**src/verilog/drsr_regs.svh**
```systemverilog
/*
 * Constants of the DMA request front end and channel-2 reload unit.
 * Assumes inclusion by bare name from the design files.
 */
`ifndef DRSR_REGS_SVH
`define DRSR_REGS_SVH

// ==========================================================
// Timing counts
// Three states from request detection to the DMA bus cycle
`define DRSR_REQ_STATES 3
`define DRSR_WAIT_LAST 2'h2

// ==========================================================
// Reload unit
`define DRSR_RELOAD_LAST 2'h3
`define DRSR_SIZE_BYTE 2'h0
`define DRSR_SIZE_WORD 2'h1
`define DRSR_SIZE_LONG 2'h2

// ==========================================================
// Reset values
`define DRSR_COUNT_RST 'h0
`define DRSR_ADDR_RST 32'h0

`endif

```
**src/verilog/drsr_pkg.sv**
```systemverilog
/*
 * Types of the DMA request front end.
 * Assumes nothing beyond a SystemVerilog compiler.
 */
package drsr_pkg;

  // ==========================================================
  // Front end states
  typedef enum logic [1:0]
  {
    DRSR_IDLE = 2'b00,
    DRSR_WAIT = 2'b01,
    DRSR_DUMMY = 2'b10,
    DRSR_XFER = 2'b11
  } drsr_state_e;

  // ==========================================================
  // Channel mode configuration
  typedef struct packed
  {
    logic burst;
    logic single_addr;
    logic edge_det;
    logic int_enable;
  } drsr_cfg_s;

  // ==========================================================
  // Events that stop all transfers
  typedef struct packed
  {
    logic master_enable;
    logic nmi;
    logic address_error;
    logic standby;
  } drsr_stop_s;

endpackage : drsr_pkg

```
**src/verilog/drsr_reload.sv**
```systemverilog
/*
 * Channel-2 source address reload and transfer count.
 * Assumes unit_done pulses once per completed unit transfer on SYS_CLK.
 */
`timescale 1ns/100ps
`include "drsr_regs.svh"

module drsr_reload #(
  parameter int CW = 16
) (
  input wire logic clk,
  input wire logic rst,
  input wire logic reload_on,
  input wire logic [1:0] size,
  input wire logic src_load,
  input wire logic [31:0] src_value,
  input wire logic count_load,
  input wire logic [CW-1:0] count_value,
  input wire logic unit_done,
  input wire logic channel_enable,
  input wire drsr_pkg::drsr_stop_s stop,
  input wire logic end_flag_clear,
  output logic [31:0] source_address,
  output logic [CW-1:0] transfer_count,
  output logic end_flag
);

  logic [31:0] start_addr;
  logic [1:0] phase;
  logic [31:0] step;
  logic last_unit;
  logic clear_phase;

  // ==========================================================
  // Unit size step
  always_comb
  begin
    unique case (size)
      `DRSR_SIZE_WORD: step = 32'h2;
      `DRSR_SIZE_LONG: step = 32'h4;
      default: step = 32'h1;
    endcase
  end

  assign last_unit = unit_done && (transfer_count == CW'(1));
  assign clear_phase = !stop.master_enable || !channel_enable || last_unit ||
    stop.nmi || stop.address_error || stop.standby;

  // ==========================================================
  // Transfer count
  always_ff @(posedge clk)
  begin
    if (rst)
      transfer_count <= CW'(`DRSR_COUNT_RST);
    else if (count_load)
      transfer_count <= count_value;
    else if (unit_done && transfer_count != '0)
      transfer_count <= transfer_count - CW'(1);
  end

  always_ff @(posedge clk)
  begin
    if (rst)
      end_flag <= 1'b0;
    else if (last_unit)
      end_flag <= 1'b1;
    else if (end_flag_clear)
      end_flag <= 1'b0;
  end

  // ==========================================================
  // Four-transfer phase and address
  always_ff @(posedge clk)
  begin
    if (rst)
      phase <= 2'h0;
    else if (clear_phase)
      phase <= 2'h0;
    else if (unit_done && reload_on)
      phase <= phase + 2'h1;
  end

  always_ff @(posedge clk)
  begin
    if (rst)
    begin
      start_addr <= `DRSR_ADDR_RST;
      source_address <= `DRSR_ADDR_RST;
    end
    else if (src_load)
    begin
      start_addr <= src_value;
      source_address <= src_value;
    end
    else if (unit_done && reload_on && phase == `DRSR_RELOAD_LAST)
      source_address <= start_addr;
    else if (unit_done)
      source_address <= source_address + step;
  end
endmodule : drsr_reload

```
**src/verilog/drsr_top.sv**
```systemverilog
/*
 * External DMA request front end with channel-2 source address reload.
 * Assumes a bus state controller that pulses BUS_CYCLE_START_IN at the
 * start of every bus cycle and BUS_CYCLE_END_IN at the last state of the
 * DMA cycle that DMA_CYCLE_OUT asks for; it sets the cycle length.
 */
// Notes on behaviour
// Detect request by falling edge or low level
// DMA cycle at least three states after detection
// Single-address burst starts with one dummy cycle
// Dummy cycle: no acknowledge, no count
// Next sample opens one cycle before transfer
// No request at opening: sample every cycle
// Accepted strobe once per first sampling
// Edge burst: sample once, run to count end
// Cycle steal: same timing for all modes
// Acknowledge spans each single-address transfer cycle
// Level burst continues while requests sampled
// Dummy cycle ignored when opening second sample
// No new dummy unless transfers interrupted
// Requester gives new edge after halt
// Resume: strobe, dummy if single, then transfers
// Channel 2 reloads source every four transfers
// Reload works for byte, word, longword
// Count drops by one per unit transfer
// Software programs count as multiple of four
// Stop events clear reload phase, not registers
// Software reprograms channel 2 after such stop
// Bus cycle length set by bus controller
// Count end sets end flag and interrupt
// Request synchronised before detection
`timescale 1ns/100ps
`include "drsr_regs.svh"

module drsr_top #(
  parameter int CW = 16
) (
  input wire logic SYS_CLK_IN,
  input wire logic SYS_RST_IN,
  input wire logic TRANSFER_REQUEST_N_IN,
  input wire drsr_pkg::drsr_cfg_s CFG_IN,
  input wire drsr_pkg::drsr_stop_s STOP_IN,
  input wire logic CHANNEL_ENABLE_IN,
  input wire logic COUNT_LOAD_IN,
  input wire logic [CW-1:0] COUNT_VALUE_IN,
  input wire logic END_FLAG_CLEAR_IN,
  input wire logic BUS_CYCLE_START_IN,
  input wire logic BUS_CYCLE_END_IN,
  input wire logic RELOAD_ON_IN,
  input wire logic [1:0] CH2_SIZE_IN,
  input wire logic CH2_SRC_LOAD_IN,
  input wire logic [31:0] CH2_SRC_VALUE_IN,
  input wire logic CH2_COUNT_LOAD_IN,
  input wire logic [CW-1:0] CH2_COUNT_VALUE_IN,
  input wire logic CH2_UNIT_DONE_IN,
  input wire logic CH2_CHANNEL_ENABLE_IN,
  input wire logic CH2_END_FLAG_CLEAR_IN,
  output logic DMA_CYCLE_OUT,
  output logic DUMMY_CYCLE_OUT,
  output logic TRANSFER_ACK_OUT,
  output logic REQUEST_ACCEPTED_STROBE_OUT,
  output logic [CW-1:0] TRANSFER_COUNT_OUT,
  output logic TRANSFER_END_FLAG_OUT,
  output logic END_IRQ_OUT,
  output logic [31:0] SOURCE_ADDRESS_CH2_OUT,
  output logic [CW-1:0] TRANSFER_COUNT_CH2_OUT,
  output logic CH2_END_FLAG_OUT
);

  drsr_pkg::drsr_state_e state;
  drsr_pkg::drsr_state_e next_state;
  logic req_s1;
  logic req_s2;
  logic req_s3;
  logic edge_seen;
  logic sample_open;
  logic pend;
  logic [1:0] wait_cnt;
  logic run_ok;
  logic hit;
  logic detect;
  logic go_wait;
  logic xfer_end;
  logic last_xfer;
  logic edge_burst;

  // ==========================================================
  // Request synchroniser and detection
  always_ff @(posedge SYS_CLK_IN)
  begin
    if (SYS_RST_IN)
    begin
      req_s1 <= 1'b1;
      req_s2 <= 1'b1;
      req_s3 <= 1'b1;
    end
    else
    begin
      req_s1 <= TRANSFER_REQUEST_N_IN;
      req_s2 <= req_s1;
      req_s3 <= req_s2;
    end
  end

  assign edge_burst = CFG_IN.burst && CFG_IN.edge_det;
  assign run_ok = STOP_IN.master_enable && CHANNEL_ENABLE_IN && !STOP_IN.nmi &&
    !STOP_IN.address_error && !STOP_IN.standby && TRANSFER_COUNT_OUT != '0;
  assign hit = CFG_IN.edge_det ? edge_seen : !req_s2;
  // Same path for every mode and address form
  assign detect = sample_open && hit && run_ok && !pend;
  assign go_wait = detect && state == drsr_pkg::DRSR_IDLE;
  assign xfer_end = state == drsr_pkg::DRSR_XFER && BUS_CYCLE_END_IN;
  assign last_xfer = xfer_end && TRANSFER_COUNT_OUT == CW'(1);

  // Falling edge held until sampled; only edges while sampling count
  always_ff @(posedge SYS_CLK_IN)
  begin
    if (SYS_RST_IN)
      edge_seen <= 1'b0;
    else if (req_s3 && !req_s2 && sample_open)
      edge_seen <= 1'b1;
    else if (detect || !sample_open)
      edge_seen <= 1'b0;
  end

  // ==========================================================
  // Sample window
  always_ff @(posedge SYS_CLK_IN)
  begin
    if (SYS_RST_IN)
      sample_open <= 1'b1;
    else if (next_state == drsr_pkg::DRSR_IDLE)
      sample_open <= 1'b1;
    else if (detect)
      sample_open <= 1'b0;
    else if (BUS_CYCLE_START_IN && !edge_burst &&
      (state == drsr_pkg::DRSR_WAIT || state == drsr_pkg::DRSR_XFER))
      sample_open <= 1'b1;
    // Bus cycle before the first transfer has begun by the last wait state
    else if (!edge_burst && state == drsr_pkg::DRSR_WAIT &&
      wait_cnt == `DRSR_WAIT_LAST)
      sample_open <= 1'b1;
  end

  always_ff @(posedge SYS_CLK_IN)
  begin
    if (SYS_RST_IN)
      pend <= 1'b0;
    else if (next_state == drsr_pkg::DRSR_IDLE)
      pend <= 1'b0;
    // Start and continuation detects are consumed at once, not held
    else if (detect && !go_wait && !xfer_end)
      pend <= 1'b1;
    else if (xfer_end)
      pend <= 1'b0;
  end

  always_ff @(posedge SYS_CLK_IN)
  begin
    if (SYS_RST_IN)
      REQUEST_ACCEPTED_STROBE_OUT <= 1'b0;
    else
      REQUEST_ACCEPTED_STROBE_OUT <= detect;
  end

  // ==========================================================
  // Cycle sequencer
  always_comb
  begin
    next_state = state;
    unique case (state)
      drsr_pkg::DRSR_IDLE:
        if (go_wait)
          next_state = drsr_pkg::DRSR_WAIT;
      drsr_pkg::DRSR_WAIT:
        if (wait_cnt == `DRSR_WAIT_LAST)
          next_state = (CFG_IN.burst && CFG_IN.single_addr) ?
            drsr_pkg::DRSR_DUMMY : drsr_pkg::DRSR_XFER;
      drsr_pkg::DRSR_DUMMY:
        if (BUS_CYCLE_END_IN)
          next_state = drsr_pkg::DRSR_XFER;
      drsr_pkg::DRSR_XFER:
        if (xfer_end)
        begin
          if (last_xfer || !run_ok)
            next_state = drsr_pkg::DRSR_IDLE;
          else if (edge_burst)
            next_state = drsr_pkg::DRSR_XFER;
          else if (CFG_IN.burst && (pend || detect))
            next_state = drsr_pkg::DRSR_XFER;
          else if (pend || detect)
            next_state = drsr_pkg::DRSR_WAIT;
          else
            next_state = drsr_pkg::DRSR_IDLE;
        end
    endcase
  end

  always_ff @(posedge SYS_CLK_IN)
  begin
    if (SYS_RST_IN)
      state <= drsr_pkg::DRSR_IDLE;
    else
      state <= next_state;
  end

  always_ff @(posedge SYS_CLK_IN)
  begin
    if (SYS_RST_IN)
      wait_cnt <= 2'h0;
    else if (state != drsr_pkg::DRSR_WAIT)
      wait_cnt <= 2'h0;
    else
      wait_cnt <= wait_cnt + 2'h1;
  end

  // ==========================================================
  // Bus cycle outputs
  always_ff @(posedge SYS_CLK_IN)
  begin
    if (SYS_RST_IN)
    begin
      DMA_CYCLE_OUT <= 1'b0;
      DUMMY_CYCLE_OUT <= 1'b0;
      TRANSFER_ACK_OUT <= 1'b0;
    end
    else
    begin
      DMA_CYCLE_OUT <= next_state == drsr_pkg::DRSR_DUMMY ||
        next_state == drsr_pkg::DRSR_XFER;
      DUMMY_CYCLE_OUT <= next_state == drsr_pkg::DRSR_DUMMY;
      TRANSFER_ACK_OUT <= next_state == drsr_pkg::DRSR_XFER &&
        CFG_IN.single_addr;
    end
  end

  // ==========================================================
  // Transfer count and end flag
  always_ff @(posedge SYS_CLK_IN)
  begin
    if (SYS_RST_IN)
      TRANSFER_COUNT_OUT <= CW'(`DRSR_COUNT_RST);
    else if (COUNT_LOAD_IN && state == drsr_pkg::DRSR_IDLE)
      TRANSFER_COUNT_OUT <= COUNT_VALUE_IN;
    else if (xfer_end)
      TRANSFER_COUNT_OUT <= TRANSFER_COUNT_OUT - CW'(1);
  end

  always_ff @(posedge SYS_CLK_IN)
  begin
    if (SYS_RST_IN)
      TRANSFER_END_FLAG_OUT <= 1'b0;
    else if (last_xfer)
      TRANSFER_END_FLAG_OUT <= 1'b1;
    else if (END_FLAG_CLEAR_IN)
      TRANSFER_END_FLAG_OUT <= 1'b0;
  end

  always_ff @(posedge SYS_CLK_IN)
  begin
    if (SYS_RST_IN)
      END_IRQ_OUT <= 1'b0;
    else
      END_IRQ_OUT <= CFG_IN.int_enable && (TRANSFER_END_FLAG_OUT || last_xfer);
  end

  // ==========================================================
  // Channel-2 reload
  drsr_reload #(
    .CW(CW)
  ) u_reload (
    .clk(SYS_CLK_IN),
    .rst(SYS_RST_IN),
    .reload_on(RELOAD_ON_IN),
    .size(CH2_SIZE_IN),
    .src_load(CH2_SRC_LOAD_IN),
    .src_value(CH2_SRC_VALUE_IN),
    .count_load(CH2_COUNT_LOAD_IN),
    .count_value(CH2_COUNT_VALUE_IN),
    .unit_done(CH2_UNIT_DONE_IN),
    .channel_enable(CH2_CHANNEL_ENABLE_IN),
    .stop(STOP_IN),
    .end_flag_clear(CH2_END_FLAG_CLEAR_IN),
    .source_address(SOURCE_ADDRESS_CH2_OUT),
    .transfer_count(TRANSFER_COUNT_CH2_OUT),
    .end_flag(CH2_END_FLAG_OUT)
  );
endmodule : drsr_top

```
**config.mk**
```make
export PLATFORM = sky130hd
export DESIGN_NAME = drsr_top
export DESIGN_NICKNAME = d
export VERILOG_FILES = /design/src/verilog/drsr_pkg.sv /design/src/verilog/drsr_reload.sv /design/src/verilog/drsr_top.sv
export VERILOG_INCLUDE_DIRS = /design/src /design/src/verilog
export SDC_FILE = /design/constraint.sdc
export NUM_CORES = 1
export LEC_CHECK = 0
export BUFFER_PORTS_ARGS = -buffer_cell sky130_fd_sc_hd__clkbuf_2
export CORE_MARGIN = 5
export CORE_UTILIZATION = 35
export CTS_CLUSTER_DIAMETER = 60
export DETAILED_ROUTE_END_ITERATION = 6
export PLACE_DENSITY = 0.6
export RECOVER_POWER = 100
export SLEW_MARGIN = 20
export SYNTH_ARGS = -nofsm -noshare
export SYNTH_HDL_FRONTEND = slang
export SYNTH_SLANG_ARGS = --single-unit
```
**constraint.sdc**
```tcl
create_clock -name SYS_CLK_IN -period 2.85 [get_ports SYS_CLK_IN]
set_input_delay 0.285 -clock SYS_CLK_IN [delete_from_list [all_inputs] [get_ports SYS_CLK_IN]]
set_output_delay 0.285 -clock SYS_CLK_IN [all_outputs]
set_load 0.05 [all_outputs]
```
==> flow_summary.json <==
{
  "status": "finished with violations",
  "failed_checks": "max-capacitance violations, max-slew violations",
  "synth-adder-area-share_pct": 2.64,
  "synth-simple-area-share_pct": 24.8,
  "route.detailed.drc": 0,
  "final.min_clock_period_ps": 2530,
  "max_slew_margin_pct": -63.0,
  "yosys.area_share.xor_xnor_pct": 5.44,
  "use_met3_pct": 4.87,
  "post_cts_resize_count": 0,
  "viasPerCell": 5.22,
  "grt_pass1_vias": 5621,
  "p_leak_uw": 0.00282,
  "vias": 5847,
  "drive_gt1_share_pct": 15.8,
  "dieArea_um2": 19700,
  "grtUsageTotal_pct": 17.8,
  "htree_levels": 4,
  "root_buffer": "clkbuf_16",
  "synth_top_area_share_pct": 38.6,
  "netlist_area_um2": 5960,
  "hold_violations": 0,
  "path_clk_slew_ps": 50,
  "r2r_end": "u_reload.source_address[26]",
  "drt_iter0_drc": 296,
  "syn_avg_cell_area_um2": 8.09,
  "dr.pass1.iters": 4,
  "async_flop_share_pct": 0,
  "holdBufCountCts": 0,
  "clock_skew_ps": 8.15,
  "coreArea_um2": 16600,
  "finalWorstSetupSlack_ps": 320,
  "crit_fanout": 3,
  "cts_tree": "yes",
  "grt_pass1_wl_mm": 29.0,
  "antenna_found_initial": 0,
  "ys_ff_latch": 115,
  "worstHoldPathCells": 2,
  "wire_per_inst_um": 15.8,
  "hold_class": "in2reg",
  "r2r_start": "u_reload.source_address[0]",
  "yosysTopAreaCell": "dfxtp_1",
  "antenna_cells": 0,
  "fin_cells": 1120,
  "core.rowCount": 47,
  "muxShareOfSynthArea_pct": 3.53,
  "hpwl_mm": 13.0,
  "hold_start": "TRANSFER_REQUEST_N_IN",
  "synth_edf_count": 0,
  "gp_congestion": 0.815,
  "ios": 159,
  "rrSetupSlack_ps": 320,
  "synthDistinctLibCells": 72,
  "ff2ff_path_depth": 9,
  "numPortBuffers": 158,
  "synth_top_family_by_area": "simple AND/OR/NAND/NOR gates",
  "clock.fmax_mhz": 395,
  "die_h_um": 141,
  "clock_sinks": 115,
  "synthCells": 737,
  "overflow": 0,
  "synth_ff_type": "dfxtp_1",
  "grt_max_degree": 55,
  "grtUsageMet2_pct": 28.9,
  "clock_latency_ps": 410,
  "rsz0062_at_grt": "no",
  "drv_cap": 1,
  "synth_most_common_cell": "dfxtp_1",
  "ir_worst_vdd_v": 0.000367,
  "critPathKind": "reg2reg",
  "worst_setup_path_start_kind": "flop",
  "synth_common_cells": "dfxtp_1, nand2_1, nor2_1",
  "post-route-util_pct": 44.6,
  "die_w_um": 141,
  "nets": 988,
  "synth_fp_nets": 837,
  "synth.yosys.seq_area_share_pct": 38.6,
  "end_kind": "flop",
  "setup_violations": 0,
  "grt_most_used_layer": "met2",
  "numCtsBuffers": 17,
  "clock_path_buffers": 2,
  "finalSetupTns_ps": 0,
  "ant_nets": 0,
  "power_density_nw_per_um2": 611,
  "place_inst": 1089,
  "synth_compound_area_share_pct": 21.1,
  "yosysWarnings": 0,
  "finalCritPeriodShare_pct": 88.8,
  "cp.arrival_ps": 2700,
  "worstMarginPinSlew_ps": 2450,
  "syn_to_final_growth_pct": 24.5,
  "finalMaxSlewViolations": 55,
  "drt-total-wl_mm": 17.7,
  "yosys-top-cells-area": "dfxtp_1, nand2_1, a21oi_1",
  "start_util_pct": 35.8,
  "crit_required_ps": 3020,
  "preCtsSetupSlack_ps": 78.0,
  "postCtsSetupBuffers": 0,
  "met1_usage_pct": 23.7,
  "whs_endpoint": "req_s1"
}
==> through the flow <==
step / hold slack, ps / instance area (um2) / power, uW
after floorplan: 372 / 5960 / 2360
after global placement: 395 / 6990 / 2590
after detailed placement: 397 / 6990 / 2590
after CTS: 34.3 / 7540 / 4620
after global routing: 44.7 / 7420 / 4750
final: 54.5 / 7420 / 4540
==> metal layers <==
metal,wire length [um],vias to the layer above
li1,-,2971
met5,0,-
met1,8370,2707
met2,8180,158
met4,131,0
met3,1000,11
==> power breakdown <==
part	internal [uW]	switching [uW]
sequential	1700	101
clock	1280	713
combinational	234	501
total	3220	1320
==> critical path, cell delays in order, from the launching register on <==
cell and delay [ps]:
dfxtp_1 350, ha_1 180, inv_1 60, fa_1 380, nor2b_1 240, o2111ai_1 190, or3_1 460, nor2_1 140
mux2i_1 200, a311oi_1 100
==> layout make-up <==
cell class              instances  area (um2)
well taps                     220         275
multi-input cells             561        3410
inverters                      19        71.3
fillers                      1749        9220
repair buffers                174         815
flip-flops and latches        115        2300
clock buffers                  27         503
clock inverters                 4        47.5
==> cell families (layout without fill, tap and decap cells) <==
family / count (synthesis) / count (layout)
fa+ha+maj: 12 / 12
buf+inv: 61 / 224
simple gates: 298 / 298
mux: 21 / 21
compound gates: 193 / 193
flops: 115 / 115
xor+xnor: 37 / 37
==> how the worst max path moves through the flow <==
stage	from	to	cells after the start
floorplan	u_reload.source_address[0]	u_reload.source_address[26]	9
global placement	CH2_SIZE_IN[0]	u_reload.source_address[26]	12
detailed placement	CH2_SIZE_IN[0]	u_reload.source_address[26]	12
CTS	u_reload.source_address[0]	u_reload.source_address[26]	9
global route	u_reload.source_address[0]	u_reload.source_address[26]	9
finish	u_reload.source_address[0]	u_reload.source_address[26]	9
==> state kept, by name, summed over array words and instances, names as in the netlist <==
register,flops
u_reload.source_address,32
u_reload.start_addr,32
TRANSFER_COUNT_OUT,16
u_reload.transfer_count,16
state,2
u_reload.phase,2
wait_cnt,2
DMA_CYCLE_OUT,1
DUMMY_CYCLE_OUT,1
END_IRQ_OUT,1
REQUEST_ACCEPTED_STROBE_OUT,1
TRANSFER_ACK_OUT,1
TRANSFER_END_FLAG_OUT,1
edge_seen,1
pend,1
req_s1,1
req_s2,1
req_s3,1
sample_open,1
u_reload.end_flag,1
==> cells in the final DEF, fill, tap and decap left out, drive strengths merged, types with 7 or more instances in the layout <==
| master | Yosys | layout |
|---|---|---|
| inv | 18 | 18 |
| o21ai | 29 | 29 |
| xor2 | 16 | 16 |
| xnor2 | 21 | 21 |
| a211oi | 23 | 23 |
| nor2 | 82 | 82 |
| and2 | 7 | 7 |
| nor3 | 26 | 26 |
| nor4 | 16 | 16 |
| o22ai | 14 | 14 |
| dfxtp | 115 | 115 |
| nand2 | 90 | 90 |
| clkbuf | 33 | 187 |
| a21oi | 65 | 65 |
| nor2b | 9 | 9 |
| mux2i | 21 | 21 |
| ha | 11 | 11 |
| and3 | 7 | 7 |
| nand4 | 9 | 9 |
| buf | 9 | 14 |
| nand3 | 26 | 26 |
(Power assumes the default switching activity.)
